### src/hdl/fbh_pkg.sv
// Package of constants and types for the dual-bank flash host controller.
package fbh_pkg;

    // Host command codes presented on cmd_op_i.
    localparam logic [1:0] CMD_READ      = 2'h0;
    localparam logic [1:0] CMD_WRITE     = 2'h1;
    localparam logic [1:0] CMD_RESET     = 2'h2;

    // Bus phase timing in nanoseconds and the clock period.
    localparam int CLK_PERIOD_NS  = 100;
    localparam int SETUP_NS       = 100;
    localparam int ACCESS_NS      = 200;
    localparam int WRITE_PULSE_NS = 100;
    localparam int HOLD_NS        = 100;
    localparam int RESET_PULSE_NS = 500;
    localparam int RESET_HIGH_NS  = 200;

    // Least times round up to whole cycles, never below one.
    function automatic int ns_to_cyc(input int ns);
        int c;
        c = (ns + CLK_PERIOD_NS - 1) / CLK_PERIOD_NS;
        return (c < 1) ? 1 : c;
    endfunction : ns_to_cyc

    localparam int SETUP_CYC    = ns_to_cyc(SETUP_NS);
    localparam int ACCESS_CYC   = ns_to_cyc(ACCESS_NS);
    localparam int WPULSE_CYC   = ns_to_cyc(WRITE_PULSE_NS);
    localparam int HOLD_CYC     = ns_to_cyc(HOLD_NS);
    localparam int RPULSE_CYC   = ns_to_cyc(RESET_PULSE_NS);
    localparam int RHIGH_CYC    = ns_to_cyc(RESET_HIGH_NS);

    // Controller states, one-hot.
    typedef enum logic [5:0] {
        ST_IDLE   = 6'h01,
        ST_SETUP  = 6'h02,
        ST_ACCESS = 6'h04,
        ST_STROBE = 6'h08,
        ST_HOLD   = 6'h10,
        ST_RESET  = 6'h20
    } fbh_state_t;

endpackage : fbh_pkg

### src/hdl/fbh_host.sv
// Clocked host controller that sequences the flash control pins.
//
// Operation
// - Read: select and output enable low.
// - Write: enable and select low, OE high.
// - Unlock bypass programs take two writes.
// - High voltage only for accelerated programming.
`timescale 1ns/1ps
module fbh_host
    import fbh_pkg::*;
#(
    parameter int ADDR_W = 21
) (
    input  wire logic              ref_clk_i,
    input  wire logic              rst_n_i,
    input  wire logic              cmd_valid_i,
    output logic                   cmd_ready_o,
    input  wire logic [1:0]        cmd_op_i,
    input  wire logic [ADDR_W-1:0] cmd_addr_i,
    input  wire logic [15:0]       cmd_wdata_i,
    input  wire logic              word_mode_i,
    input  wire logic              accel_req_i,
    output logic                   rsp_valid_o,
    output logic [15:0]            rsp_rdata_o,
    output logic                   flash_sel_n_o,
    output logic                   out_en_n_o,
    output logic                   wr_en_n_o,
    output logic                   reset_n_o,
    output logic                   flash_width_select_o,
    output logic                   protect_accel_pin_o,
    output logic [ADDR_W-1:0]      addr_o,
    output logic [15:0]            dq_o,
    output logic [15:0]            dq_oe_o,
    input  wire logic [15:0]       dq_i
);

    // Refuse widths the pins cannot carry and counts the counter cannot hold.
    if (ADDR_W < 2 || ADDR_W > 30 ||
        RPULSE_CYC + RHIGH_CYC > 16 || ACCESS_CYC + 2 > 15) begin : g_bad_cfg
        $error("fbh_host configuration out of range");
    end

    fbh_state_t        state_q;
    logic [3:0]        cnt_q;
    logic [1:0]        op_q;
    logic              byte_q;
    logic [15:0]       wdata_q;
    logic [15:0]       s1_q;
    logic [15:0]       s2_q;
    logic [15:0]       s3_q;
    logic              go;

    // Handshake: a command is taken only when idle.
    assign cmd_ready_o = (state_q == ST_IDLE);
    assign go          = cmd_valid_i && cmd_ready_o;

    // Three-stage capture of the data pins; stable when stages 2 and 3 agree.
    always_ff @(posedge ref_clk_i or negedge rst_n_i) begin
        if (!rst_n_i) begin
            s1_q <= 16'h0000;
            s2_q <= 16'h0000;
            s3_q <= 16'h0000;
        end else begin
            s1_q <= dq_i;
            s2_q <= s1_q;
            s3_q <= s2_q;
        end
    end

    // Pin sequencer; each phase spans a counted number of cycles.
    always_ff @(posedge ref_clk_i or negedge rst_n_i) begin
        if (!rst_n_i) begin
            state_q <= ST_IDLE;
            cnt_q   <= 4'h0;
            op_q    <= CMD_READ;
        end else begin
            case (state_q)
                ST_IDLE: begin
                    if (go) begin
                        op_q <= cmd_op_i;
                        if (cmd_op_i == CMD_RESET) begin
                            // Reset pulse aborts everything in the flash.
                            state_q <= ST_RESET;
                            cnt_q   <= 4'(RPULSE_CYC + RHIGH_CYC - 1);
                        end else begin
                            state_q <= ST_SETUP;
                            cnt_q   <= 4'(SETUP_CYC - 1);
                        end
                    end
                end
                ST_SETUP: begin
                    if (cnt_q == 4'h0) begin
                        state_q <= (op_q == CMD_READ) ? ST_ACCESS
                                                      : ST_STROBE;
                        // Three extra cycles let the pin pipe fill with
                        // data launched after output enable fell.
                        cnt_q   <= (op_q == CMD_READ) ? 4'(ACCESS_CYC + 2)
                                                      : 4'(WPULSE_CYC - 1);
                    end else begin
                        cnt_q <= cnt_q - 4'h1;
                    end
                end
                ST_ACCESS, ST_STROBE: begin
                    if (cnt_q == 4'h0) begin
                        state_q <= ST_HOLD;
                        cnt_q   <= 4'(HOLD_CYC - 1);
                    end else begin
                        cnt_q <= cnt_q - 4'h1;
                    end
                end
                ST_HOLD, ST_RESET: begin
                    if (cnt_q == 4'h0) begin
                        state_q <= ST_IDLE;
                    end else begin
                        cnt_q <= cnt_q - 4'h1;
                    end
                end
                default: begin
                    state_q <= ST_IDLE;
                end
            endcase
        end
    end

    // Address and data latched at acceptance; byte lane chosen by width.
    always_ff @(posedge ref_clk_i or negedge rst_n_i) begin
        if (!rst_n_i) begin
            addr_o  <= '0;
            wdata_q <= 16'h0000;
            byte_q  <= 1'b0;
        end else if (go) begin
            addr_o <= cmd_addr_i;
            byte_q <= !word_mode_i;
            if (word_mode_i) begin
                wdata_q <= cmd_wdata_i;
            end else begin
                // Bit 15 carries the byte address while data uses the low byte.
                wdata_q <= {cmd_addr_i[0], 7'h00, cmd_wdata_i[7:0]};
            end
        end
    end

    // Control strobes registered so the pins never glitch.
    always_ff @(posedge ref_clk_i or negedge rst_n_i) begin
        if (!rst_n_i) begin
            flash_sel_n_o        <= 1'b1;
            out_en_n_o           <= 1'b1;
            wr_en_n_o            <= 1'b1;
            reset_n_o            <= 1'b0;
            flash_width_select_o <= 1'b1;
            protect_accel_pin_o  <= 1'b0;
        end else begin
            // Deselected between commands so the flash idles in standby.
            flash_sel_n_o <= !(state_q inside {ST_SETUP, ST_ACCESS,
                                               ST_STROBE, ST_HOLD});
            out_en_n_o    <= !(state_q == ST_ACCESS);
            wr_en_n_o     <= !(state_q == ST_STROBE);
            reset_n_o     <= !(state_q == ST_RESET &&
                               cnt_q >= 4'(RHIGH_CYC));
            if (state_q == ST_IDLE) begin
                flash_width_select_o <= word_mode_i;
                // High voltage rides only on an accepted write, so an idle
                // or reading bus never sees it.
                protect_accel_pin_o  <= accel_req_i && go &&
                                        (cmd_op_i == CMD_WRITE);
            end
        end
    end

    // Data pin drive: only during write setup, strobe and hold phases, and byte-address in byte-mode reads.
    always_ff @(posedge ref_clk_i or negedge rst_n_i) begin
        if (!rst_n_i) begin
            dq_o    <= 16'h0000;
            dq_oe_o <= 16'h0000;
        end else begin
            dq_o <= wdata_q;
            if (state_q inside {ST_SETUP, ST_STROBE, ST_HOLD} &&
                op_q == CMD_WRITE) begin
                dq_oe_o <= byte_q ? 16'h80FF : 16'hFFFF;
            end else if (byte_q && state_q == ST_ACCESS) begin
                dq_oe_o <= 16'h8000;
            end else begin
                dq_oe_o <= 16'h0000;
            end
        end
    end

    // Read data captured at the end of the access phase.
    always_ff @(posedge ref_clk_i or negedge rst_n_i) begin
        if (!rst_n_i) begin
            rsp_valid_o <= 1'b0;
            rsp_rdata_o <= 16'h0000;
        end else begin
            rsp_valid_o <= (state_q == ST_ACCESS && cnt_q == 4'h0);
            if (state_q == ST_ACCESS && cnt_q == 4'h0) begin
                rsp_rdata_o <= byte_q ? {8'h00, s3_q[7:0]} : s3_q;
            end
        end
    end
endmodule : fbh_host

### config.mk
export PLATFORM = sky130hd
export DESIGN_NAME = fbh_host
export DESIGN_NICKNAME = d
export VERILOG_FILES = /design/src/hdl/fbh_pkg.sv /design/src/hdl/fbh_host.sv
export SDC_FILE = /design/constraint.sdc
export NUM_CORES = 1
export LEC_CHECK = 0
export BUFFER_PORTS_ARGS = -buffer_cell sky130_fd_sc_hd__clkbuf_2
export CAP_MARGIN = 25
export CORE_ASPECT_RATIO = 0.9
export CORE_MARGIN = 2
export CORE_UTILIZATION = 51
export CTS_BUF_LIST = sky130_fd_sc_hd__clkbuf_4 sky130_fd_sc_hd__clkbuf_8 sky130_fd_sc_hd__clkbuf_16
export DETAILED_ROUTE_END_ITERATION = 10
export PLACE_DENSITY = 0.82
export SYNTH_ARGS = -nofsm -noshare
export SYNTH_HDL_FRONTEND = slang
export SYNTH_SLANG_ARGS = --single-unit
export TNS_END_PERCENT = 100
### constraint.sdc
create_clock -name ref_clk_i -period 1.9 [get_ports ref_clk_i]
set_input_delay 0.19 -clock ref_clk_i [delete_from_list [all_inputs] [get_ports ref_clk_i]]
set_output_delay 0.19 -clock ref_clk_i [all_outputs]
set_load 0.1 [all_outputs]
After elaboration in Yosys (flattened, before gate mapping)
Index checks and enable logic that the tools add are counted.
W data, S select, Z words.
{"block": "totals", "reg_bits": 153, "mem_count": 0, "rom_bits": 0, "latchBits": 0, "mem_bits_rw": 0}
{"block": "op_classes", "reduce_logical": 22, "n_bitwise": 0, "mux": 19, "n_lt_le_gt_ge": 1, "n_div": 0, "n_eq_ne": 14, "shift": 0, "mul": 0, "n_addsub": 1}
{"cell": "$mux W16", "count": 4}
{"cell": "$mux W6", "count": 5}
{"cell": "$pmux W6 S4", "count": 1}
{"cell": "$mux W4", "count": 5}
{"cell": "$pmux W4 S4", "count": 1}
{"cell": "$mux W15", "count": 1}
{"cell": "$ne A2 B2 Y1 const B", "count": 4}
{"cell": "$reduce_bool A4 Y1", "count": 2}
{"cell": "$logic_and A1 B1 Y1", "count": 7}
{"cell": "$eq A6 B1 Y1 const B", "count": 1}
{"cell": "$eq A6 B2 Y1 const B", "count": 1}
{"cell": "$eq A6 B3 Y1 const B", "count": 1}
{"cell": "$eq A6 B4 Y1 const B", "count": 1}
{"cell": "$eq A6 B5 Y1 const B", "count": 1}
{"cell": "$eq A6 B6 Y1 const B", "count": 1}
{"cell": "$mux W3", "count": 2}
{"cell": "$logic_not A1 Y1", "count": 5}
{"cell": "$eq A2 B1 Y1 const B", "count": 2}
{"cell": "$ge A4 B2 Y1 const B", "count": 1}
{"cell": "$logic_not A4 Y1", "count": 1}
{"cell": "$reduce_and A4 Y1", "count": 1}
{"cell": "$reduce_or A2 Y1", "count": 2}
{"cell": "$sub A4 B1 Y4 const B", "count": 1}
{"cell": "$reduce_and A3 Y1", "count": 1}
{"cell": "other kinds (5)", "count": 5}

Logic depth before layout (Yosys ltp)
{"block": "depth", "word_depth": 4, "mapped_depth": 7}

Worst setup path after synthesis
No wires, ideal clock.
{"block": "synth_timing", "path_type": "reg-to-reg", "startpoint": "register state_q[3]", "endpoint": "register flash_width_select_o", "t_arrival_ps": 1797, "t_required_ps": 1838, "setup_time_ps": 62, "path_buffers": 0, "path_stages_with_launch": 6, "period_less_slack_ps": 1859, "path_slack_ps": 41, "path_cell_list": "dfrtp_1 nor4_2 nand3b_1 inv_1 nand2_1 nand2_1"}
{"block": "synth_via", "elab_chain_len": 1}
{"item": "start: declaration", "line": "fbh_host.sv:43", "source": "fbh_state_t state_q;"}
{"item": "start signal: assignment", "line": "fbh_host.sv:93", "source": "state_q <= (op_q == CMD_READ) ? ST_ACCESS"}
{"item": "$eq A6 B1 Y1"}
{"item": "net cmd_ready_o", "line": "fbh_host.sv:17", "source": "output logic cmd_ready_o,"}
{"item": "end signal: assignment", "line": "fbh_host.sv:161", "source": "flash_width_select_o <= word_mode_i;"}
{"item": "end: declaration", "line": "fbh_host.sv:29", "source": "output logic flash_width_select_o,"}
The timed path passes the listed nets, and every way through them passes these cells.
A chain may end at the register's enable or synchronous reset.

Worst setup path after layout
{"block": "layout_timing", "startpoint": "register state_q[4]", "endpoint": "output cmd_ready_o"}
{"block": "layout_via", "elab_chain_len": 1}
{"item": "$eq A6 B1 Y1", "line": "fbh_host.sv:54", "source": "assign cmd_ready_o = (state_q == ST_IDLE);"}
{"item": "end: declaration", "line": "fbh_host.sv:17"}
No other way between the ends.

==> results.py <==
metrics = {
    "hold_path": {
        "whs_path_depth": 3,
        "min_path_type": "in2reg",
    },
    "route": {
        "drt_iter0_markers": 125,
        "routedWlPerCell_um": 16.3,
        "drtAntennaViolNets": 0,
        "drc": 0,
        "vias": 3459,
        "totalWireLength_mm": 11.3,
        "dr.pass1.iters": 4,
        "viasPerCell": 5.00,
    },
    "clock_tree": {
        "cts_buffers": 17,
        "cts_tree": "done",
        "cts_num_sinks": 140,
        "clkLatencyLatePin_ns": 0.51,
        "cts_root_buffer": "clkbuf_8",
        "cts_max_level": 4,
        "path_clk_slew_ns": 0.06,
        "clock_path_buffers": 2,
    },
    "yosys": {
        "synthAdderAreaFrac_pct": 0.765,
        "synthArstFlopShare_pct": 100,
        "seq_area_frac_synth_pct": 71.5,
        "yosysWarnings": 0,
        "synth_top_family_by_area": "multiplexers",
        "synth_ff_type": "dfrtp_1",
        "synth_edf_count": 0,
        "synthSimpleGateAreaFrac_pct": 8.06,
        "ys_types": 39,
        "ys_ff_latch": 140,
        "synth_compound_area_share_pct": 4.44,
        "synth_xor_area_share_pct": 1.07,
        "postSynthNetCount": 399,
        "syn_inst": 336,
        "avgSynthCellArea_um2": 14.6,
        "synthMuxAreaShare_pct": 10.3,
        "syn_area_um2": 4910,
    },
    "die": {
        "ios": 137,
        "fp.dieW_um": 107,
        "rows": 33,
        "dieArea_um2": 10400,
        "coreArea_um2": 9250,
        "chipHeight_um": 97.1,
        "start_util_pct": 53.1,
    },
    "timing": {
        "setup_ws_ns": -0.0669,
        "finalSetupViolations": 1,
        "setup-tns-final_ns": -0.0669,
        "hold_ws_ns": 0.0391,
        "period_minus_slack_ns": 1.97,
        "tightest_slew_ns": 0.574,
        "slew_viol_final": 0,
        "finClkSkew_ns": 0.0119,
        "timing.fmax_ghz": 0.508,
        "finalCritPeriodShare_pct": 104,
        "relSlewSlack_pct": 61.9,
        "rsz0062_at_grt": "yes",
        "final_hold_viol_count": 0,
    },
    "setup_path": {
        "rr_worst_depth": 9,
        "cp.required_ns": 1.71,
        "criticalPathCategory": "reg2out",
        "endpoint_kind": "output port",
        "worstPathMaxFanout": 2,
        "cp.arrival_ns": 1.78,
        "cp-start-kind": "flop",
        "r2r_slack_ns": 0.02,
    },
    "status": {
        "status": "finished, violations left",
        "violations": "setup timing",
    },
    "cells_and_area": {
        "fin_nets": 620,
        "n_antenna_cell": 0,
        "final_common_cell": "clkbuf_2",
        "nFillCells": 551,
        "layout_common_cells": "clkbuf_2 (134), dfrtp_1 (132), dlygate4sd3_1 (58), mux2_2 (39), nand2_1 (31)",
        "drive_above_1_share_pct": 46.8,
        "syn_to_final_growth_pct": 44.5,
    },
    "placed_design": {
        "gp_congestion": 0.859,
        "preCtsSetupSlack_ns": 0.0270,
        "dp_hpwl_mm": 6.58,
        "port_buffers": 136,
    },
    "grt": {
        "antenna_found_initial": 0,
        "grt_start_max_net_pins": 55,
        "grt_pass1_vias": 3698,
        "grt_pass1_wl_mm": 18.2,
        "overflow": 0,
        "grt.total_usage_pct": 23.2,
    },
    "flow_run": {
        "cap_viol_max_count": 0,
    },
}
critical path: stages, from the launching register on:
cell	delay [ns]
dfrtp_2	0.42
nor4_4	0.30
nand3b_1	0.16
buf_6	0.16
inv_4	0.05
buf_12	0.16
path summary, 6_finish.rpt:
check / to / from
min in group asynchronous: s3_q[1] / rst_n_i
worst max register to register: cnt_q[2] / state_q[5]
worst min-delay path: flash_width_select_o / word_mode_i
worst max-delay path: cmd_ready_o / state_q[4]
max in group asynchronous: s3_q[9] / rst_n_i
worst min register to register: s2_q[3] / s1_q[3]
flip-flops by register name (all words and copies together) (netlist names), 2 cells and up:
| signal | cells |
|---|---|
| addr_o | 21 |
| dq_o | 16 |
| rsp_rdata_o | 16 |
| s1_q | 16 |
| s2_q | 16 |
| s3_q | 16 |
| wdata_q | 16 |
| state_q | 6 |
| cnt_q | 4 |
| dq_oe_o | 3 |
| op_q | 2 |
cells in the mapped netlist (2+ instances only):
cell | n | share of area (%)
nor2_1 | 6 | 0.46
nor2b_1 | 2 | 0.25
buf_2 | 4 | 0.41
mux2_2 | 39 | 8.9
dfstp_2 | 5 | 2.7
nand4b_1 | 3 | 0.54
ha_1 | 3 | 0.76
dfrtp_1 | 135 | 69
nand2_1 | 32 | 2.4
buf_4 | 13 | 2.0
o21ai_0 | 26 | 2.7
o211ai_1 | 3 | 0.46
inv_1 | 7 | 0.54
nand3_1 | 3 | 0.31
nor3_1 | 6 | 0.61
nor4_2 | 2 | 0.51
mux2_4 | 3 | 0.92
nand2b_1 | 8 | 1.0
clkbuf_1 | 7 | 0.54
a21oi_1 | 3 | 0.31
xor2_1 | 5 | 0.89
nand3b_1 | 3 | 0.46
o41ai_1 | 2 | 0.36
routing by layer:
metal	global-route usage, %	vias to the layer above	part of all wire [%]
met4	9.76	0	2.6
met5	0	-	0
li1	-	1567	-
met3	8.38	24	6.1
met1	25.0	1730	36
met2	40.8	138	55
layout make-up:
type	count	area, um^2	area share (%)
clock inverter	13	129	1.82
inverter	8	32.5	0.459
sequential	140	3510	49.5
clock buffer	19	435	6.14
timing repair buffer	228	1570	22.2
tap	122	153	2.15
multi-input combinational	162	1260	17.7
through the flow:
step	utilization [%]	instances	cell area, um^2
6_report	76.7	692	7090
3_5_place_dp	62.2	585	5760
4_1_cts	75.8	686	7010
3_3_place_gp	62.2	585	5760
5_1_grt	76.7	692	7090
2_1_floorplan	-	336	4910
kinds of logic (layout without fill, tap and decap cells):
logic type,Yosys count,after routing
flops,140,140
xor+xnor,6,6
mux,44,44
simple gates,71,71
compound gates,38,38
buf+inv,34,268
fa+ha+maj,3,3
repair_timing:
item / CTS / global route
hold buffers: 58 / 0
setup endpoints to repair: 5 / 32
endpoints found under the hold margin: 106 / 0
gates resized for setup: 8 / 10
setup buffers: 11 / 6
pin swaps: 5 / 5
cloned: 0 / 0
Power is left out: the tool's default activity adds up to more than one toggle a clock period on the data nets, which glitch-free logic cannot reach.
